[src/design/spdif_cs_pkg.sv]
// Shared constants and carrier types for the channel status capture block.
// Assumes one system clock domain; offsets are the register addresses of the
// serial control interface read-back port.
package spdif_cs_pkg;

  // Read-back addresses of the three capture registers.
  localparam logic [6:0] SOURCE_CHANNEL_OFFSET = 7'h0f;
  localparam logic [6:0] RATE_ACCURACY_OFFSET  = 7'h10;
  localparam logic [6:0] WORD_LENGTH_OFFSET    = 7'h11;

  // Captured span is channel status bits 16 to 39, held as a 24-bit vector.
  localparam int unsigned CS_FIRST_BIT = 16;
  localparam int unsigned CS_SPAN      = 24;
  localparam logic [7:0]  CS_FIRST_IDX = 8'h10;
  localparam logic [7:0]  CS_LAST_IDX  = 8'h27;
  localparam logic [7:0]  BLOCK_LAST   = 8'hbf;

  // Reset image: rate 0001, accuracy 11, max length selector 1, rest zero.
  localparam logic [23:0] CS_RESET = 24'h013100;

  // Field positions inside the 24-bit capture vector (bit n = status bit n+16).
  localparam int unsigned SRC_LSB   = 0;
  localparam int unsigned RATE_LSB  = 8;
  localparam int unsigned MAX_LENGTH_SELECTOR_POS = 16;
  localparam int unsigned WL_LSB    = 17;
  localparam int unsigned ORG_LSB   = 20;

  // Audio sample width carried by the receiver.
  localparam int unsigned SAMPLE_W     = 24;
  localparam logic [4:0]  FULL_LENGTH  = 5'h18;

  // One recovered channel status bit from the front end.
  typedef struct packed {
    logic valid;
    logic status_bit;
    logic subframe_a;
    logic block_start;
  } cs_bit_t;

  // One audio sample with its strobe.
  typedef struct packed {
    logic                valid;
    logic [SAMPLE_W-1:0] data;
  } sample_t;

endpackage

[src/design/spdif_channel_status_regs.sv]
// Channel status capture registers, word length decode and sample truncation.
// Assumes the receiver front end delivers one status bit per subframe, flags
// subframe A and marks frame 0 of each 192-frame block; reads are synchronous.
//
// Operation
// - Status bits 19:16 and 21:20 go to register bits 3:0 and 5:4.
// - Status bits 23:22 go to register bits 7:6, reset zero.
// - Status bits 27:24 read as bits 3:0 of rate register, reset 0001.
// - Status bits 29:28 read as clock accuracy bits 5:4, reset 11.
// - Bit 32 is max length selector, reset 1; bits 35:33 word length code.
// - Decode codes 001,010,100,101,110 to lengths, selector adds four bits.
// - Outgoing samples have bits below decoded length forced to zero.
// - Mask bit set passes all sample bits unchanged.
// - Registers update and event rises only at last bit of a changed block.
// - Only channel one subframe status bits are captured.
// - Update event stays high until software reads a status register or a new differing bit arrives.
`timescale 1ns/1ps

module spdif_channel_status_regs
  import spdif_cs_pkg::*;
(
  // Clock and reset.
  input  wire logic                clk_sys_in,
  input  wire logic                nrst_in,
  // Recovered channel status from the receiver front end.
  input  wire cs_bit_t             cs_bit_in,
  // Audio path towards the transmitter.
  input  wire sample_t             sample_in,
  input  wire logic                truncation_mask_bit_in,
  output sample_t                  sample_out,
  // Register read-back port.
  input  wire logic                rd_en_in,
  input  wire logic [6:0]          rd_addr_in,
  output logic [7:0]               rd_data_out,
  // Status event and decoded length.
  output logic                     channel_status_update_event_out,
  output logic [4:0]               word_length_out
);

  // Decodes the received word length; unknown codes mean full width.
  function automatic logic [4:0] decode_length(input logic max_sel, input logic [2:0] code);
    logic [4:0] len;
    len = FULL_LENGTH;
    case (code)
      3'h1:    len = max_sel ? 5'h14 : 5'h10;
      3'h2:    len = max_sel ? 5'h16 : 5'h12;
      3'h4:    len = max_sel ? 5'h17 : 5'h13;
      3'h5:    len = max_sel ? 5'h18 : 5'h14;
      3'h6:    len = max_sel ? 5'h15 : 5'h11;
      default: len = FULL_LENGTH;
    endcase
    return len;
  endfunction

  logic [23:0]         cs_q;
  logic [23:0]         shadow_q;
  logic [7:0]          idx_q;
  logic                synced_q;
  logic                event_q;
  logic [7:0]          rd_data_q;
  sample_t             sample_q;

  // Bit position decode; subframe B is ignored since stereo is assumed.
  wire        take_bit   = cs_bit_in.valid && cs_bit_in.subframe_a;
  wire [7:0]  cur_idx    = cs_bit_in.block_start ? 8'h00 : idx_q + 8'h01;
  wire        counting   = take_bit && (synced_q || cs_bit_in.block_start);
  wire        in_span    = (cur_idx >= CS_FIRST_IDX) && (cur_idx <= CS_LAST_IDX);
  wire [4:0]  span_pos   = 5'(cur_idx - CS_FIRST_IDX);
  wire        capture    = counting && in_span;
  wire        diff_bit   = capture && (cs_bit_in.status_bit != cs_q[span_pos]);
  wire        last_bit   = counting && (cur_idx == BLOCK_LAST);
  wire        changed    = last_bit && (shadow_q != cs_q);

  // Register read decode.
  wire        hit_src    = rd_addr_in == SOURCE_CHANNEL_OFFSET;
  wire        hit_rate   = rd_addr_in == RATE_ACCURACY_OFFSET;
  wire        hit_wl     = rd_addr_in == WORD_LENGTH_OFFSET;
  wire        rd_hit     = rd_en_in && (hit_src || hit_rate || hit_wl);

  // Register images; bits 30 and 31 are not part of any register.
  wire [7:0]  src_image  = cs_q[SRC_LSB +: 8];
  wire [7:0]  rate_image = {2'h0, cs_q[RATE_LSB +: 6]};
  wire [7:0]  wl_image   = {cs_q[ORG_LSB +: 4], cs_q[WL_LSB +: 3], cs_q[MAX_LENGTH_SELECTOR_POS]};
  wire [7:0]  rd_data_d  = !rd_en_in ? rd_data_q :
                           hit_src   ? src_image :
                           hit_rate  ? rate_image :
                           hit_wl    ? wl_image : 8'h00;

  // Word length decode and truncation mask.
  wire [4:0]  wl_len     = decode_length(cs_q[MAX_LENGTH_SELECTOR_POS], cs_q[WL_LSB +: 3]);
  wire [4:0]  drop_bits  = 5'(FULL_LENGTH - wl_len);
  wire [23:0] keep_mask  = ~((24'h000001 << drop_bits) - 24'h000001);
  wire [23:0] trunc_data = truncation_mask_bit_in ? sample_in.data :
                           (sample_in.data & keep_mask);

  // The event is set at the end of a changed block; a set beats a clear,
  // and a fresh differing bit withdraws the pending event until block end.
  wire        event_d    = changed ? 1'b1 :
                           (rd_hit || diff_bit) ? 1'b0 : event_q;

  // Block position tracking; nothing is counted before the first block start.
  always_ff @(posedge clk_sys_in or negedge nrst_in) begin
    if (!nrst_in) begin
      idx_q    <= 8'h00;
      synced_q <= 1'b0;
    end else if (counting) begin
      idx_q    <= cur_idx;
      synced_q <= 1'b1;
    end
  end

  // Shadow capture of the span, one flip-flop per status bit.
  genvar g;
  generate
    for (g = 0; g < CS_SPAN; g++) begin : g_shadow
      always_ff @(posedge clk_sys_in or negedge nrst_in) begin
        if (!nrst_in) begin
          shadow_q[g] <= CS_RESET[g];
        end else if (capture && span_pos == 5'(g)) begin
          shadow_q[g] <= cs_bit_in.status_bit;
        end
      end
    end
  endgenerate

  // Visible registers change only when a whole differing block has arrived.
  always_ff @(posedge clk_sys_in or negedge nrst_in) begin
    if (!nrst_in) begin
      cs_q <= CS_RESET;
    end else if (changed) begin
      cs_q <= shadow_q;
    end
  end

  // Event, read data and truncated sample registers.
  always_ff @(posedge clk_sys_in or negedge nrst_in) begin
    if (!nrst_in) begin
      event_q   <= 1'b0;
      rd_data_q <= 8'h00;
      sample_q  <= '0;
    end else begin
      event_q   <= event_d;
      rd_data_q <= rd_data_d;
      sample_q  <= '{valid: sample_in.valid, data: trunc_data};
    end
  end

  assign sample_out                      = sample_q;
  assign rd_data_out                     = rd_data_q;
  assign channel_status_update_event_out = event_q;
  assign word_length_out                 = wl_len;

  // Source and channel number fields read back from their status bits.
  property p_src_read;
    @(posedge clk_sys_in) disable iff (!nrst_in)
    (rd_en_in && hit_src) |=> (rd_data_out == $past(cs_q[7:0]));
  endproperty
  a_src_read: assert property (p_src_read) else $error("source register read mismatch");

  // Subframe-2 channel number occupies the top two bits of that register.
  property p_subframe2_channel_number_read;
    @(posedge clk_sys_in) disable iff (!nrst_in)
    (rd_en_in && hit_src) |=> (rd_data_out[7:6] == $past(cs_q[7:6]));
  endproperty
  a_subframe2_channel_number_read: assert property (p_subframe2_channel_number_read) else $error("channel number 2 mismatch");

  // Rate and accuracy fields with zero top bits.
  property p_rate_read;
    @(posedge clk_sys_in) disable iff (!nrst_in)
    (rd_en_in && hit_rate) |=> (rd_data_out == {2'h0, $past(cs_q[13:8])});
  endproperty
  a_rate_read: assert property (p_rate_read) else $error("rate register read mismatch");

  // Word length register packs selector, code and original rate.
  property p_wl_read;
    @(posedge clk_sys_in) disable iff (!nrst_in)
    (rd_en_in && hit_wl) |=> (rd_data_out == {$past(cs_q[23:17]), $past(cs_q[16])});
  endproperty
  a_wl_read: assert property (p_wl_read) else $error("word length register mismatch");

  // Code 101 means a 24-bit word with the selector high and a 20-bit word with it low.
  property p_decode;
    @(posedge clk_sys_in) disable iff (!nrst_in)
    (cs_q[19:17] == 3'h5) |-> (word_length_out == (cs_q[16] ? 5'h18 : 5'h14));
  endproperty
  a_decode: assert property (p_decode) else $error("word length decode wrong");

  // A 16-bit word clears the low eight sample bits when unmasked.
  property p_truncate;
    @(posedge clk_sys_in) disable iff (!nrst_in)
    (!truncation_mask_bit_in && wl_len == 5'h10) |=> (sample_out.data[7:0] == 8'h00);
  endproperty
  a_truncate: assert property (p_truncate) else $error("truncation not applied");

  // Masked samples pass untouched.
  property p_mask;
    @(posedge clk_sys_in) disable iff (!nrst_in)
    truncation_mask_bit_in |=> (sample_out.data == $past(sample_in.data));
  endproperty
  a_mask: assert property (p_mask) else $error("masked sample altered");

  // Registers only move on the last bit of a differing block.
  property p_update_only_last;
    @(posedge clk_sys_in) disable iff (!nrst_in)
    !changed |=> $stable(cs_q);
  endproperty
  a_update_only_last: assert property (p_update_only_last) else $error("registers moved early");

  // Event rises exactly one cycle after a changed block end.
  property p_event_rise;
    @(posedge clk_sys_in) disable iff (!nrst_in)
    $rose(channel_status_update_event_out) |-> $past(changed) && (cs_q == $past(shadow_q));
  endproperty
  a_event_rise: assert property (p_event_rise) else $error("event rose without update");

  // Subframe B bits leave the block position and shadow alone.
  property p_ignore_b;
    @(posedge clk_sys_in) disable iff (!nrst_in)
    (cs_bit_in.valid && !cs_bit_in.subframe_a) |=> ($stable(idx_q) && $stable(shadow_q));
  endproperty
  a_ignore_b: assert property (p_ignore_b) else $error("subframe B captured");

  // The event holds until a read or a new differing bit.
  property p_event_hold;
    @(posedge clk_sys_in) disable iff (!nrst_in)
    (event_q && !rd_hit && !diff_bit) |=> event_q;
  endproperty
  a_event_hold: assert property (p_event_hold) else $error("event dropped early");

  // A read without a simultaneous update clears the event.
  property p_event_clear;
    @(posedge clk_sys_in) disable iff (!nrst_in)
    (rd_hit && !changed) |=> !channel_status_update_event_out;
  endproperty
  a_event_clear: assert property (p_event_clear) else $error("read did not clear event");

endmodule

[config.mk]
export PLATFORM = sky130hd
export DESIGN_NAME = spdif_channel_status_regs
export DESIGN_NICKNAME = d
export VERILOG_FILES = /design/src/design/spdif_cs_pkg.sv /design/src/design/spdif_channel_status_regs.sv
export SDC_FILE = /design/constraint.sdc
export NUM_CORES = 1
export LEC_CHECK = 0
export BUFFER_PORTS_ARGS = -buffer_cell sky130_fd_sc_hd__buf_4
export CAP_MARGIN = 20
export CORE_MARGIN = 2
export CORE_UTILIZATION = 51
export CTS_CLUSTER_DIAMETER = 80
export DETAILED_ROUTE_END_ITERATION = 8
export GPL_TIMING_DRIVEN = 0
export PLACE_DENSITY_LB_ADDON = 0.08
export SLEW_MARGIN = 40
export SYNTH_ARGS = -nofsm -noshare
export SYNTH_HDL_FRONTEND = slang
export SYNTH_SLANG_ARGS = --single-unit
[constraint.sdc]
create_clock -name clk_sys_in -period 2.4 [get_ports clk_sys_in]
set_input_delay 0 -clock clk_sys_in [delete_from_list [all_inputs] [get_ports clk_sys_in]]
set_output_delay 0 -clock clk_sys_in [all_outputs]
set_load 0.03 [all_outputs]
# Yosys cells after proc, flatten, opt, wreduce, memory -nomap -nowiden
# Index checks and enable logic that the tools add are counted.
[totals]
ff_bits = 91
inputBits = 40
out_inout_bits = 39
elab_cells = 128
[classes]
add_sub_neg = 4
n_lt_le_gt_ge = 3
eq_ne = 34
shift = 1
mux = 15
bitwise = 2
n_reduce_logical = 38
[op_table]
columns = ["cell", "count"]
rows = [
  ["5-bit by 4-bit == test with 1-bit output (second input constant)", 8],
  ["5-bit == test (second input constant)", 8],
  ["1-bit logical AND", 32],
  ["8-bit two-way mux", 4],
  ["24-bit bitwise AND", 1],
  ["24-bit two-way mux", 1],
  ["24-bit inequality test", 1],
  ["24-bit inverter", 1],
  ["1-bit by 5-bit left shift with 24-bit output (first input constant)", 1],
  ["24-bit by 1-bit subtractor with 24-bit output (second input constant)", 1],
  ["5-bit by 3-bit == test with 1-bit output (second input constant)", 4],
  ["4-bit case mux with 5 select lines", 1],
  ["7-bit by 5-bit == test with 1-bit output (second input constant)", 2],
  ["3-bit two-way mux", 4],
  ["5-bit by 2-bit == test with 1-bit output (second input constant)", 2],
  ["3-bit == test (second input constant)", 3],
  ["8-bit by 1-bit adder with 8-bit output (second input constant)", 1],
  ["8-bit == test (second input constant)", 1],
  ["8-bit by 5-bit >= comparator with 1-bit output (second input constant)", 1],
  ["8-bit by 6-bit less-or-equal comparator with 1-bit output (second input constant)", 1],
  ["7-bit by 4-bit == test with 1-bit output (second input constant)", 1],
  ["5-bit by 6-bit less-than comparator with 1-bit output (second input constant)", 1],
  ["1-bit binary-select mux with 5-bit select", 1],
  ["5-bit by 1-bit == test with 1-bit output (second input constant)", 1],
  ["10 further kinds", 15],
]

# Depth between registers and ports, before layout
[depth]
word_depth = 10
mapped_depth = 12
depth_no_buf = 10

# Worst setup path before layout
# OpenSTA, ideal clock, no wires.
[synth_path]
kind = "reg2reg"
from = "register cs_q[19]"
to = "register sample_q, in the netlist sample_out[6]"
setup_ns = 0.119
arrival_ns = 2.617
required_time_ns = 2.281
path_slack_ns = -0.336
stages_incl_launch_ff = 12
path_buffers = 2
synth_period_minus_slack_ns = 2.736
path_cell_list = "dfrtp_1 clkbuf_1 a21oi_1 o21ai_0 inv_1 ha_1 clkbuf_1 nor3_1 a21oi_1 nor2_1 a21oi_1 o21a_1"
[synth_between]
elab_chain_cells = 8
elab_cells_between_ends = 12
cone_classes = "2 x add/sub; 5 x eq/ne; 1 x shift; 2 x mux; 2 x bitwise"
[synth_rtl]
columns = ["element", "line", "source"]
rows = [
  ["start: declaration", "spdif_channel_status_regs.sv:55", "logic [23:0] cs_q;"],
  ["start signal: assignment", "spdif_channel_status_regs.sv:131", "cs_q <= shadow_q;"],
  ["3-bit == test, or another cell as far along", "spdif_channel_status_regs.sv:44", "case (code)"],
  ["4-bit case mux with 5 select lines (*)", "spdif_channel_status_regs.sv:44", ""],
  ["via word_length_out[3]", "spdif_channel_status_regs.sv:37", "output logic [4:0] word_length_out"],
  ["5-bit subtractor (*)", "spdif_channel_status_regs.sv:91", "wire [4:0] drop_bits = 5'(FULL_LENGTH - wl_len);"],
  ["1-bit by 5-bit left shift with 24-bit output (*)", "spdif_channel_status_regs.sv:92", "wire [23:0] keep_mask = ~((24'h000001 << drop_bits) - 24'h000001);"],
  ["24-bit by 1-bit subtractor with 24-bit output (*)", "spdif_channel_status_regs.sv:92", ""],
  ["24-bit inverter (*)", "spdif_channel_status_regs.sv:92", ""],
  ["24-bit bitwise AND (*)", "spdif_channel_status_regs.sv:94", "(sample_in.data & keep_mask);"],
  ["24-bit two-way mux (*)", "spdif_channel_status_regs.sv:93", "wire [23:0] trunc_data = truncation_mask_bit_in ? sample_in.data :"],
  ["via trunc_data[6]", "spdif_channel_status_regs.sv:93", ""],
  ["end signal: assignment", "spdif_channel_status_regs.sv:144", "sample_q <= '{valid: sample_in.valid, data: trunc_data};"],
  ["end: declaration", "spdif_channel_status_regs.sv:61", "sample_t sample_q;"],
]
# Mark *: on every way through the listed nets, which the timed path passes. The rest lies on a longest branch.
# A chain may end at the register's enable or synchronous reset.

# Final worst setup path
[layout_path]
from = "register idx_q[1]"
to = "register shadow_q[19]"
[layout_between]
elab_chain_cells = 6
elab_cells_between_ends = 9
cone_classes = "2 x add/sub; 2 x order compare; 1 x eq/ne; 1 x mux; 3 x reduce/logical"
[layout_rtl]
columns = ["element", "line", "source"]
rows = [
  ["start: declaration", "spdif_channel_status_regs.sv:57", "logic [7:0] idx_q;"],
  ["start signal: assignment", "spdif_channel_status_regs.sv:107", "idx_q <= cur_idx;"],
  ["8-bit by 1-bit adder with 8-bit output (*)", "spdif_channel_status_regs.sv:65", "wire [7:0] cur_idx = cs_bit_in.block_start ? 8'h00 : idx_q + 8'h01;"],
  ["8-bit two-way mux (*)", "spdif_channel_status_regs.sv:65", ""],
  ["parallel branches: the longest is 3 deep, another holds 5-bit subtractor", "-", ""],
  ["1-bit logical AND (*)", "spdif_channel_status_regs.sv:119", "end else if (capture && span_pos == 5'(g)) begin"],
  ["end signal: indexed assignment", "spdif_channel_status_regs.sv:118", "shadow_q[g] <= CS_RESET[g];"],
  ["end signal: indexed assignment", "spdif_channel_status_regs.sv:120", "shadow_q[g] <= cs_bit_in.status_bit;"],
  ["end: declaration", "spdif_channel_status_regs.sv:56", "logic [23:0] shadow_q;"],
]
# Mark *: on every way between the ends.

==> flow_summary.json <==
{
  "status": "complete, but fails checks",
  "violations": "DRC, setup timing",
  "first_pass_iters": 9,
  "syn_inst": 463,
  "hold_viol": 0,
  "via_count": 4207,
  "worst_slew_pin_slew_ns": 0.782,
  "wl_per_cell_um": 19.0,
  "drv_slew": 0,
  "setup_violations": 5,
  "worstHoldPathType": "in2reg",
  "required_ns": 2.66,
  "cp_data_arrival_time_ns": 2.67,
  "synth_cell_types": 75,
  "core-area_um2": 9640,
  "vias_per_cell": 5.82,
  "multi_input_area_um2": 2580,
  "preCtsSetupSlack_ns": -0.417,
  "grt_pass1_wl_mm": 21.0,
  "cap_violations": 0,
  "synth_edf_count": 0,
  "cp-end-kind": "flop",
  "drive_above_1_share_pct": 31.4,
  "ant_nets": 0,
  "antenna_found_initial": 0,
  "netlist.area_leader.share_pct": 41.8,
  "postSynthAreaPerCell_um2": 10.7,
  "yosys.area.top_type": "dfrtp_1",
  "root_buffer": "clkbuf_8",
  "ys_seq_area_share_pct": 46.0,
  "synth_area_leaders": "dfrtp_1 (42%), mux2_1 (6.3%), mux2_4 (5.7%)",
  "critPathKind": "reg2reg",
  "cts_tree": "yes",
  "initialDrtViolationCount": 309,
  "clk_pin_slew_ns": 0.10,
  "skew_ns": 0.00994,
  "htreeDepth": 3,
  "io_buffers": 68,
  "ff_latch_area_um2": 2290,
  "clk_latency_ns": 0.37,
  "synth_async_sr_flop_share_pct": 100,
  "drc": 2,
  "cts_sinks": 91,
  "dieArea_um2": 10600,
  "grt_usage_pct": 26.2,
  "syn_nets": 505,
  "synth_area_um2": 4970,
  "wirelength_mm": 13.7,
  "overflow": 0,
  "start_util_pct": 51.6,
  "dpl.hpwl_mm": 8.98,
  "worst-path-max-fanout": 9,
  "cts.path.max_buffers": 2,
  "p_per_area_nw_per_um2": 537,
  "post-route-period-util_pct": 101,
  "grt_pass1_vias": 4042,
  "worst_slack_ns": -0.0136,
  "die_height_um": 103,
  "ios": 79,
  "dieWidth_um": 103,
  "syn_to_final_growth_pct": 29.7,
  "gp_congestion": 0.902,
  "final_nets": 627,
  "yosys_register_bits": 91,
  "numCtsBuffers": 9,
  "startpoint_type": "flop",
  "synth_flop_cell": "dfrtp_1",
  "grt_max_degree": 92,
  "diodes": 0,
  "p_leak_uw": 0.00283,
  "fmax_ghz": 0.414,
  "stdcell_count": 723,
  "period_needed_ns": 2.41,
  "rsz0062_at_grt": "true",
  "irDropWorstVdd_mv": 0.281,
  "placementRows": 36,
  "placed_cells": 664,
  "maxSlewHeadroom_pct": 47.8,
  "fillCellCount": 784,
  "yosysWarnings": 0
}
## layer usage
| layer | up-vias | part of all wire, % | global-route usage (%) |
|---|---|---|---|
| met1 | 2057 | 41 | 34.9 |
| met4 | 0 | 3.3 | 11.6 |
| met2 | 206 | 49 | 42.6 |
| met5 | - | 0 | 0 |
| li1 | 1902 | - | - |
| met3 | 42 | 6.5 | 4.20 |
## final timing paths
check                        startpoint              to  slack [ns]  cells after the start
min in group asynchronous       nrst_in  sample_out[20]        0.22                      2
max                            idx_q[1]    shadow_q[19]       -0.01                      8
max in group asynchronous       nrst_in        idx_q[1]        1.59                      2
max reg2reg                    idx_q[1]    shadow_q[19]       -0.01                      8
min reg2reg                shadow_q[16]        cs_q[16]        0.51                      2
min                            rd_en_in  rd_data_out[7]        0.03                      3
## state kept, by name, indices dropped and copies added (netlist names)
| register | flops |
|---|---|
| sample_out | 25 |
| cs_q | 24 |
| shadow_q | 24 |
| idx_q | 8 |
| rd_data_out | 8 |
| channel_status_update_event_out | 1 |
| synced_q | 1 |
## per-stage QoR
step	total power, µW	hold WS [ns]	util, %	instance area [µm²]	setup TNS (ns)
2_1_floorplan	2100	-0.296	-	4990	0
3_3_place_gp	2320	0.0999	58.8	5670	-10.64
3_5_place_dp	2340	0.102	59.0	5680	-13.48
4_1_cts	3420	0.0287	65.1	6270	-0.00116
5_1_grt	3600	0.0276	66.9	6450	-0.274
6_report	3470	0.0271	66.9	6450	-0.0333
## synthesized netlist by cell type, types with 8 or more instances
master and number:
mux2_4 19, and2_1 11, o21ai_0 14, nor2_1 43, xnor2_1 28, dfrtp_1 83
clkbuf_1 17, mux2_1 28, nand2_1 28, inv_1 8, dfstp_2 8, a21oi_1 17
buf_2 10, nand4_1 12
## power breakdown
group / switching, µW / internal [µW]
combinational: 438 / 341
clock: 605 / 423
sequential: 51.6 / 1610
total: 1090 / 2370
## repair_timing
item                                    in CTS  in global routing
endpoints found under the hold margin      112                  0
hold buffers                                30                  0
pin swaps                                   10                 12
resized for setup                           12                 22
cloned                                       0                  2
buffers inserted                             6                  6
endpoints found under the setup margin      58                 46
## critical path, cell delays in order, from the launching register on
cell	delay, ns
dfrtp_2	0.43
ha_4	0.19
buf_8	0.14
a311oi_2	0.29
a31oi_1	0.09
a2111o_1	0.49
nor3_4	0.25
nand2_1	0.11
mux2_4	0.31
## final cells by class
type | instances | share of cell area (%)
clock buffers | 11 | 2.19
well taps | 133 | 2.58
repair buffers | 112 | 14.8
plain buffers | 36 | 3.68
multi-input cells | 326 | 40.0
flip-flops and latches | 91 | 35.5
clock inverters | 5 | 0.698
inverters | 9 | 0.524
## cells in the final DEF (no fill, tap or decap), drive strengths merged, types with 5 or more instances in the layout
cell and count:
xnor2 28, dfstp 8, nor2 43, nand3b 5, nand3 7, clkbuf 30
nor3 8, a22oi 5, nor2b 5, a222oi 6, buf 99, dfrtp 83
inv 12, nand2 28, and2 13, nand4 12, mux2i 5, dlygate4sd3 30
o21ai 18, mux2 48, a21oi 17
## kinds of logic after synthesis
group	synth area share, %
XOR/XNOR	5.46
buffers and inverters	5.06
flip-flops	46.0
AO/OA/AOI/OAI	13.8
multiplexers	13.3
AND/OR/NAND/NOR	15.8
adder cells (fa/ha/maj)	0.503
other	0.0754
Note: power is estimated with default switching activity, not from simulation.
